[src/shared/crts_defines.vh]
// Constants for the code reader trigger sequencer
// Function
// Triggers start readings only in monitor or run mode.
// One-shot rising edge starts one reading with current scene.
// Successful one-shot reading stops, then judgement is presented.
// Failed one-shot reading retries up to configured retry count.
// Continuous mode reads back to back while hold trigger asserted.
// Level mode repeats readings while held, stopping on success.
// Level mode without success outputs fail when hold trigger drops.
// Scene-switch trigger selects its configured scene, then reads.
// Result outputs driven only in run mode, never in monitor mode.
// Every executed reading produces one reading result; code reports only the last reading of a one-shot retry series or level run.
// Success sends decoded content over the serial link.
// Failure sends error codes over the serial link.
// All result outputs are deasserted after reset.
// Shutter command issued in step with one-shot trigger.
// Polarity selects judgement asserting on fail (default) or success.
// Scene per switch trigger is 0 to 9, default 0, level behaviour.
// Hold-read readings ignore the retry count.
// Busy during reading; further triggers ignored.
// Trigger inputs synchronised before edge or level detection.
`ifndef CRTS_DEFINES_VH
`define CRTS_DEFINES_VH

// ****************************************
// Register map (word offsets, 4-bit index)
// ****************************************
`define CRTS_ADDR_W 4
`define CRTS_REG_CTRL 4'h0
`define CRTS_REG_SCENE 4'h1
`define CRTS_REG_STATUS 4'h2
`define CRTS_REG_IRQ_STAT 4'h3
`define CRTS_REG_IRQ_MASK 4'h4
`define CRTS_REG_RESULT 4'h5

// ****************************************
// Control fields
// ****************************************
`define CRTS_CTRL_MODE_LO 0
`define CRTS_CTRL_MODE_HI 1
`define CRTS_CTRL_HOLD_LVL 2
`define CRTS_CTRL_POL_OK 3
`define CRTS_CTRL_RETRY_LO 4
`define CRTS_CTRL_RETRY_HI 7

// Operating modes
`define CRTS_MODE_SETUP 2'h0
`define CRTS_MODE_MON 2'h1
`define CRTS_MODE_RUN 2'h2

// Scene fields and limits
`define CRTS_SCENE_MAX 4'h9
`define CRTS_SCENE_DEF 4'h0

// Interrupt bits
`define CRTS_IRQ_OK 0
`define CRTS_IRQ_NG 1
`define CRTS_IRQ_W 2

// Serial message codes
`define CRTS_ERR_CODE 8'hEE
`define CRTS_OK_CODE 8'hAA

`endif

[src/hdl/crts_top.v]
// Trigger sequencer of the code reader: triggers, retries, judgement, serial report
//
// Our own choices: strobed register access and the register offsets.
`timescale 1ns/1ps
`default_nettype none
`include "crts_defines.vh"

module crts_top (
  input wire clock_i,
  input wire rstn_i,
  input wire one_shot_trigger_i,
  input wire hold_read_trigger_i,
  input wire scene_switch_trigger_first_i,
  input wire scene_switch_trigger_second_i,
  input wire read_done_i,
  input wire read_ok_i,
  input wire [7:0] decode_data_i,
  input wire [3:0] addr_i,
  input wire [31:0] wdata_i,
  input wire wr_i,
  input wire rd_i,
  output reg [31:0] rdata_o,
  output reg shutter_o,
  output reg [3:0] scene_o,
  output reg busy_o,
  output reg run_o,
  output reg judgement_output_o,
  output reg result_valid_o,
  output reg tx_valid_o,
  output reg [7:0] tx_data_o,
  output reg tx_is_error_o,
  output reg irq_o
);

  // ****************************************
  // Reset release
  // ****************************************
  reg rst_s1_q;
  reg rst_s2_q;
  wire rstn;

  // The pin may rise at any moment; the two flops make the release
  // land on a clock edge, so no flop sees it in the middle of setup.
  // Assertion stays asynchronous so a stopped clock still clears outputs.
  // Release reset through two flops so every flop leaves reset together
  always @(posedge clock_i or negedge rstn_i) begin
    if (!rstn_i) begin
      rst_s1_q <= 1'b0;
      rst_s2_q <= 1'b0;
    end else begin
      rst_s1_q <= 1'b1;
      rst_s2_q <= rst_s1_q;
    end
  end
  assign rstn = rst_s2_q;

  // ****************************************
  // Trigger synchronisers
  // ****************************************
  reg [3:0] trig_s1_q;
  reg [3:0] trig_s2_q;
  reg [3:0] trig_prev_q;
  wire [3:0] trig_rise;

  // Trigger pins come from sensors and switches with no relation to
  // our clock. Two stages cost two cycles of latency on every trigger,
  // far below the shortest legal pulse, and keep metastable values
  // away from the edge detector.
  // The edge register resets low, the idle level of the pins, so
  // leaving reset never shows a false rising edge.
  // Pins are asynchronous; first stage is read by second stage only
  always @(posedge clock_i or negedge rstn) begin
    if (!rstn) begin
      trig_s1_q <= 4'h0;
      trig_s2_q <= 4'h0;
      trig_prev_q <= 4'h0;
    end else begin
      trig_s1_q <= {scene_switch_trigger_second_i, scene_switch_trigger_first_i,
                    hold_read_trigger_i, one_shot_trigger_i};
      trig_s2_q <= trig_s1_q;
      trig_prev_q <= trig_s2_q;
    end
  end
  assign trig_rise = trig_s2_q & ~trig_prev_q;

  // ****************************************
  // Registers
  // ****************************************
  reg [1:0] mode_q;
  reg hold_lvl_q;
  reg pol_ok_q;
  reg [3:0] retry_q;
  reg [3:0] scene_a_q;
  reg [3:0] scene_b_q;
  reg [3:0] scene_cur_q;
  reg [1:0] irq_stat_q;
  reg [1:0] irq_mask_q;
  reg [1:0] irq_set_q;
  wire active_mode;
  wire run_mode;

  // Control word: mode, hold behaviour, judgement polarity, retry count.
  // Writes take effect on the next edge; a mode change in the middle of
  // a reading lets that reading finish, and only its result is gated.
  // Limit a written scene to the legal range
  function [3:0] clip_scene;
    input [3:0] s;
    begin
      clip_scene = (s > `CRTS_SCENE_MAX) ? `CRTS_SCENE_MAX : s;
    end
  endfunction

  assign active_mode = (mode_q == `CRTS_MODE_MON) || (mode_q == `CRTS_MODE_RUN);
  assign run_mode = (mode_q == `CRTS_MODE_RUN);

  // Unmapped offsets are ignored; scene values above the limit are
  // stored as the limit rather than wrapped
  // Configuration writes
  always @(posedge clock_i or negedge rstn) begin
    if (!rstn) begin
      mode_q <= `CRTS_MODE_SETUP;
      hold_lvl_q <= 1'b0;
      pol_ok_q <= 1'b0;
      retry_q <= 4'h0;
      scene_a_q <= `CRTS_SCENE_DEF;
      scene_b_q <= `CRTS_SCENE_DEF;
      irq_mask_q <= 2'h0;
    end else if (wr_i) begin
      case (addr_i)
        `CRTS_REG_CTRL: begin
          mode_q <= wdata_i[`CRTS_CTRL_MODE_HI:`CRTS_CTRL_MODE_LO];
          hold_lvl_q <= wdata_i[`CRTS_CTRL_HOLD_LVL];
          pol_ok_q <= wdata_i[`CRTS_CTRL_POL_OK];
          retry_q <= wdata_i[`CRTS_CTRL_RETRY_HI:`CRTS_CTRL_RETRY_LO];
        end
        `CRTS_REG_SCENE: begin
          scene_a_q <= clip_scene(wdata_i[3:0]);
          scene_b_q <= clip_scene(wdata_i[7:4]);
        end
        `CRTS_REG_IRQ_MASK: irq_mask_q <= wdata_i[`CRTS_IRQ_W-1:0];
        default: ;
      endcase
    end
  end

  // Write one to clear. An event arriving in the clearing cycle stays
  // set, so software never loses a result it has not yet seen.
  // Sticky events; a set in the clear cycle wins
  always @(posedge clock_i or negedge rstn) begin
    if (!rstn) begin
      irq_stat_q <= 2'h0;
      irq_o <= 1'b0;
    end else begin
      if (wr_i && addr_i == `CRTS_REG_IRQ_STAT)
        irq_stat_q <= (irq_stat_q & ~wdata_i[`CRTS_IRQ_W-1:0]) | irq_set_q;
      else
        irq_stat_q <= irq_stat_q | irq_set_q;
      irq_o <= |(irq_stat_q & irq_mask_q);
    end
  end

  // Zero outside the read cycle keeps stale data off the bus
  // Read data one cycle after the strobe, zero otherwise
  always @(posedge clock_i or negedge rstn) begin
    if (!rstn) begin
      rdata_o <= 32'h0;
    end else if (rd_i) begin
      case (addr_i)
        `CRTS_REG_CTRL: rdata_o <= {24'h0, retry_q, pol_ok_q, hold_lvl_q, mode_q};
        `CRTS_REG_SCENE: rdata_o <= {24'h0, scene_b_q, scene_a_q};
        `CRTS_REG_STATUS: rdata_o <= {24'h0, trig_s2_q, scene_cur_q};
        `CRTS_REG_IRQ_STAT: rdata_o <= {30'h0, irq_stat_q};
        `CRTS_REG_IRQ_MASK: rdata_o <= {30'h0, irq_mask_q};
        `CRTS_REG_RESULT: rdata_o <= {23'h0, judgement_output_o, tx_data_o};
        default: rdata_o <= 32'h0;
      endcase
    end else begin
      rdata_o <= 32'h0;
    end
  end

  // ****************************************
  // Reading sequencer
  // ****************************************
  // IDLE waits for a trigger, READ fires the shutter, WAIT holds until
  // the reader engine reports, DONE hands the result on and either
  // starts the next continuous reading or returns to idle.
  // Busy stays high from the first shutter to the end of DONE, so
  // triggers in between never reach the decision in idle.
  localparam ST_IDLE = 2'h0;
  localparam ST_READ = 2'h1;
  localparam ST_WAIT = 2'h2;
  localparam ST_DONE = 2'h3;

  localparam SRC_ONE = 2'h0;
  localparam SRC_CONT = 2'h1;
  localparam SRC_LVL = 2'h2;

  // Which pin owns a level reading
  localparam HOLD_B = 2'h0;
  localparam HOLD_C = 2'h2;
  localparam HOLD_D = 2'h3;

  reg [1:0] state_q;
  reg [1:0] src_q;
  reg [3:0] tries_q;
  reg pass_q;
  reg [7:0] data_q;
  reg [1:0] hold_bit_q;
  wire held;

  // A scene trigger keeps its own pin as the hold level, so releasing
  // it ends a failing level reading just as the hold pin does
  // Which trigger keeps a level reading alive
  assign held = hold_bit_q[1] ? (hold_bit_q[0] ? trig_s2_q[3] : trig_s2_q[2]) : trig_s2_q[1];

  // One reading is in flight at a time; triggers are never queued
  // Main sequencer; trigger edges are only looked at in idle, so busy masks them
  always @(posedge clock_i or negedge rstn) begin
    if (!rstn) begin
      state_q <= ST_IDLE;
      src_q <= SRC_ONE;
      tries_q <= 4'h0;
      pass_q <= 1'b0;
      data_q <= 8'h0;
      hold_bit_q <= 2'h0;
      scene_cur_q <= `CRTS_SCENE_DEF;
      shutter_o <= 1'b0;
      busy_o <= 1'b0;
      irq_set_q <= 2'h0;
    end else begin
      shutter_o <= 1'b0;
      irq_set_q <= 2'h0;
      case (state_q)
        ST_IDLE: begin
          busy_o <= 1'b0;
          tries_q <= 4'h0;
          pass_q <= 1'b0;
          if (active_mode) begin
            // One-shot fires the shutter on the edge it is seen, so the
            // image is taken as close to the trigger as possible
            if (trig_rise[0]) begin
              src_q <= SRC_ONE;
              shutter_o <= 1'b1;
              busy_o <= 1'b1;
              state_q <= ST_WAIT;
            end else if (trig_rise[2] || trig_rise[3]) begin
              scene_cur_q <= trig_rise[2] ? scene_a_q : scene_b_q;
              hold_bit_q <= trig_rise[2] ? HOLD_C : HOLD_D;
              src_q <= SRC_LVL;
              busy_o <= 1'b1;
              state_q <= ST_READ;
            // Level mode needs a fresh press: a success must not be
            // followed by another reading while the trigger stays held
            end else if (trig_s2_q[1] && (!hold_lvl_q || trig_rise[1])) begin
              hold_bit_q <= HOLD_B;
              src_q <= hold_lvl_q ? SRC_LVL : SRC_CONT;
              busy_o <= 1'b1;
              state_q <= ST_READ;
            end
          end
        end
        ST_READ: begin
          shutter_o <= 1'b1;
          state_q <= ST_WAIT;
        end
        // A one-shot retries until its count is used up; continuous
        // reports every reading; level keeps trying while held
        ST_WAIT: begin
          if (read_done_i) begin
            data_q <= decode_data_i;
            if (src_q == SRC_ONE) begin
              if (read_ok_i || tries_q == retry_q) begin
                pass_q <= read_ok_i;
                state_q <= ST_DONE;
              end else begin
                tries_q <= tries_q + 4'h1;
                state_q <= ST_READ;
              end
            end else if (src_q == SRC_CONT) begin
              pass_q <= read_ok_i;
              state_q <= ST_DONE;
            end else if (read_ok_i) begin
              pass_q <= 1'b1;
              state_q <= ST_DONE;
            end else if (!held) begin
              pass_q <= 1'b0;
              state_q <= ST_DONE;
            end else begin
              state_q <= ST_READ;
            end
          end
        end
        // Result and event in the cycle after the last reading
        ST_DONE: begin
          irq_set_q <= pass_q ? 2'h1 : 2'h2;
          if (src_q == SRC_CONT && trig_s2_q[1] && active_mode)
            state_q <= ST_READ;
          else begin
            busy_o <= 1'b0;
            state_q <= ST_IDLE;
          end
        end
        default: state_q <= ST_IDLE;
      endcase
    end
  end

  // ****************************************
  // Result outputs
  // ****************************************
  // The judgement is a level that stands until the next result, so a
  // host sampling late still sees it; leaving run mode drops it at once.
  // The serial byte carries decoded data on success and the error code
  // on failure, flagged so the host can tell the two apart.
  // Judgement, result and serial outputs only leave the block in run mode; all low after reset
  always @(posedge clock_i or negedge rstn) begin
    if (!rstn) begin
      judgement_output_o <= 1'b0;
      result_valid_o <= 1'b0;
      tx_valid_o <= 1'b0;
      tx_data_o <= 8'h0;
      tx_is_error_o <= 1'b0;
      scene_o <= `CRTS_SCENE_DEF;
      run_o <= 1'b0;
    end else begin
      run_o <= run_mode;
      scene_o <= scene_cur_q;
      result_valid_o <= 1'b0;
      tx_valid_o <= 1'b0;
      if (!run_mode) begin
        judgement_output_o <= 1'b0;
      end else if (state_q == ST_DONE) begin
        result_valid_o <= 1'b1;
        judgement_output_o <= pass_q ~^ pol_ok_q ? 1'b1 : 1'b0;
        tx_valid_o <= 1'b1;
        tx_data_o <= pass_q ? data_q : `CRTS_ERR_CODE;
        tx_is_error_o <= ~pass_q;
      end
    end
  end

endmodule // crts_top

`default_nettype wire

[config.mk]
export PLATFORM = sky130hd
export DESIGN_NAME = crts_top
export DESIGN_NICKNAME = d
export VERILOG_FILES = /design/src/hdl/crts_top.v
export VERILOG_INCLUDE_DIRS = /design/src /design/src/shared
export SDC_FILE = /design/constraint.sdc
export NUM_CORES = 1
export LEC_CHECK = 0
export BUFFER_PORTS_ARGS = -buffer_cell sky130_fd_sc_hd__buf_2
export CORE_ASPECT_RATIO = 2
export CORE_MARGIN = 2
export CORE_UTILIZATION = 32
export CTS_CLUSTER_DIAMETER = 80
export CTS_CLUSTER_SIZE = 28
export DETAILED_ROUTE_END_ITERATION = 7
export PLACE_DENSITY = 0.59
export SYNTH_ARGS = -nofsm -noshare
export SYNTH_HDL_FRONTEND = slang
export SYNTH_SLANG_ARGS = --single-unit
export TNS_END_PERCENT = 50
[constraint.sdc]
create_clock -name clock_i -period 6.35 [get_ports clock_i]
set_clock_uncertainty 0.15 [all_clocks]
set_input_delay 1.27 -clock clock_i [delete_from_list [all_inputs] [get_ports clock_i]]
set_output_delay 1.27 -clock clock_i [all_outputs]
set_load 0.02 [all_outputs]
==> out/results.txt <==
Slowest CP cell: nand4b_1
TritonCTS Buffers: 9
Fin worst setup slack: 3.49 ns
Worst min path class: flop to flop
Post_cts resized: 0
Ant diodes: 0
Total power: 1.77 mW
TritonCTS clock tree: yes
Critical path startpoint category: primary input
FF+latch count, synth: 87
Post-synth EDFFs: 0
Synthesis-to-finish area growth: 16.5%
Clock buffer depth: 2
Critical path's largest stage delay: 0.56 ns
Final hold viol count: 0
Setup TNS: 0 ns
Cells after Synth: 345
CP required: 6.42 ns
Core ar.: 11700 um^2
Hold Buf Count CTS: 0
RSZ-0062 raised after global routing: false
Max Cap Violations: 0
Drt total wl: 8.48 mm
Ys Warns: 0
Post-Syn Area: 3850 um^2
Largest net degree at the start of global routing: 86
Top cell type's share of synthesized area: 56.6%
Seq pwr share: 47.0%
Vias per inst: 4.78
Post-DP Area: 4190 um^2
Clock network power share: 29.4%
Slew @ Worst Pin: 1.09 ns
Syn Area/Cell: 11.2 um^2
Final Instance Area: 4480 um^2
Setup Fix Bufs, Post-CTS: 0
Area leader, netlist: dfrtp_1
GRT Util Overall: 14.4%
Final Slew Violations: 0
Max VDD drop: 0.142 mV
Synth top cells by count: dfrtp_1, nand2_1, o21ai_0, buf_4, mux2_2
DP HPWL: 6.38 mm
Psw: 0.575 mW
Fmax: 350 MHz
Status: completed
Final setup fails: 0
Via count: 2639
Synth Flop Type: dfrtp_1
Async set-reset flop share out of synthesis: 100%
Clock sink count: 87
CP Max Fanout: 14
Post-route DRC: 0
Leak pwr: 2.14 nW
Int Pwr: 1.19 mW
CP arrival: 2.92 ns
# nets final: 458
Period utilization: 45.0%
Row count: 56
I/O pin cnt: 106
Number of global-route vias before repair: 2775
FILL cells: 1150
Final Wtd Congestion: 0.765
Initial drt markers: 138
Die Wd: 81.5 um
IO Port Bufs: 58
Most frequent cell after synthesis: dfrtp_1
Clock period minus worst slack: 2.86 ns
Avg WL per Cell: 15.4 um
Switching share of power: 32.6%
Share of cells above drive strength 1: 24.1%
Die height: 159 um
Netlist cell types: 47
H-tree depth: 3
Initial Utilization: 32.9%
Clock transition at path regs: 0.06 ns
Setup crit end kind: flop
First-pass GRT wire length: 14.1 mm
Clock root cell: clkbuf_16
Register area share after synthesis: 56.6%
Place WS: 3.15 ns
Final ANT Viol Nets: 0
Pwr/cell area: 394 nW/um^2
GRT Residual Overflow: 0
Slew headroom: 27.5%
TritonRoute pass-1 iters: 4
Initial antenna violation count: 0
Top post-synthesis cells by area: dfrtp_1, mux2_2, buf_4, nand2_1, o21ai_0
Cells along the critical path: buf_2 -> nor2_1 -> nand4b_1 -> mux2_2
Clk Latency, worst-skew pair: 0.33 ns
DIE AREA: 13000 um^2
Comb pwr share: 23.7%
Kind of critical path: primary input to flop
==> cell type report <==
type	instances	area (um^2)	area share, %
multi-input cells	238	1510	33.6
well taps	145	181	4.05
clock inverters	4	45.0	1.00
repair buffers	59	298	6.64
flip-flops and latches	87	2180	48.6
inverters	7	26.3	0.586
clock buffers	12	246	5.50
==> power by group through the flow <==
stage	Combinational [mW]	Clock [mW]	Sequential (mW)
floorplan	0.263	0	0.854
global placement	0.414	0	0.836
finish	0.418	0.518	0.829
global route	0.470	0.554	0.853
detailed placement	0.424	0	0.841
CTS	0.425	0.528	0.832
==> cells in the final DEF, fill, tap and decap left out, types with 4 or more instances in the layout <==
master	count
nor2b_1	12
mux2i_1	14
nor2_1	14
o211ai_1	4
nand3_1	8
o21ai_0	29
o2bb2ai_1	4
xnor2_1	4
nand2_1	44
dfrtp_1	86
a21oi_1	4
inv_1	7
mux2_2	23
conb_1	24
nand2b_1	6
a22oi_1	5
clkbuf_16	9
buf_2	58
==> critical path: cells and delay by family <==
family | cells | cell delay (ns)
buffers and inverters | 1 | 0.16
and+or+nand+nor | 2 | 1.03
muxes | 1 | 0.46
==> per-stage QoR <==
step | utilization, % | cells | hold WS, ns
2_1_floorplan | - | 367 | 0.181
3_3_place_gp | 35.8 | 536 | 0.185
3_5_place_dp | 35.8 | 536 | 0.186
4_1_cts | 38.3 | 552 | 0.199
5_1_grt | 38.3 | 552 | 0.202
6_report | 38.3 | 552 | 0.197
==> sequential cells by signal, indices dropped and copies added, names as in the netlist, 2 cells and up <==
signal	count
scene_cur_q	4
trig_s2_q	4
mode_q	2
irq_stat_q	2
scene_b_q	4
trig_s1_q	4
irq_mask_q	2
tries_q	4
state_q	2
irq_set_q	2
retry_q	4
trig_prev_q	4
scene_o	4
src_q	2
tx_data_o	8
data_q	8
hold_bit_q	2
scene_a_q	4
rdata_o	9
==> per-layer routing <==
metal / wire length, um / vias up / track usage, % / part of all wire, %
li1: - / 1274 / - / -
met1: 3060 / 1288 / 14.7 / 36
met2: 4910 / 68 / 26.5 / 58
met3: 370 / 9 / 3.34 / 4.4
met4: 142 / 0 / 6.32 / 1.7
met5: 0 / - / 0 / 0
==> path summary, 6_finish.rpt <==
check,start,end,slack (ns),cells after the start
setup / recovery,addr_i[2],scene_b_q[3],3.49,4
hold / removal,trig_s1_q[0],trig_s2_q[0],0.20,0
setup reg to reg,trig_s2_q[2],scene_cur_q[2],4.15,4
hold reg to reg,trig_s1_q[0],trig_s2_q[0],0.20,0
max in group asynchronous,rst_s2_q,scene_b_q[0],4.90,1
min in group asynchronous,rst_s2_q,data_q[4],0.44,1
==> logic make-up (layout without fill, tap and decap cells) <==
logic type                 count (synthesis)  in the layout  share of synthesized area [%]
and+or+nand+nor                          104            104                           13.5
DFF                                       87             87                           56.6
xor gates and xnor gates                   5              5                           1.14
muxes                                     37             37                           10.4
buffers and inverters                     42             82                           6.44
AOI/OAI and AO/OA                         66             66                           11.1
other                                      2             24                          0.195
adders and majority gates                  2              2                          0.650
Note: power is estimated with default switching activity, not from simulation.
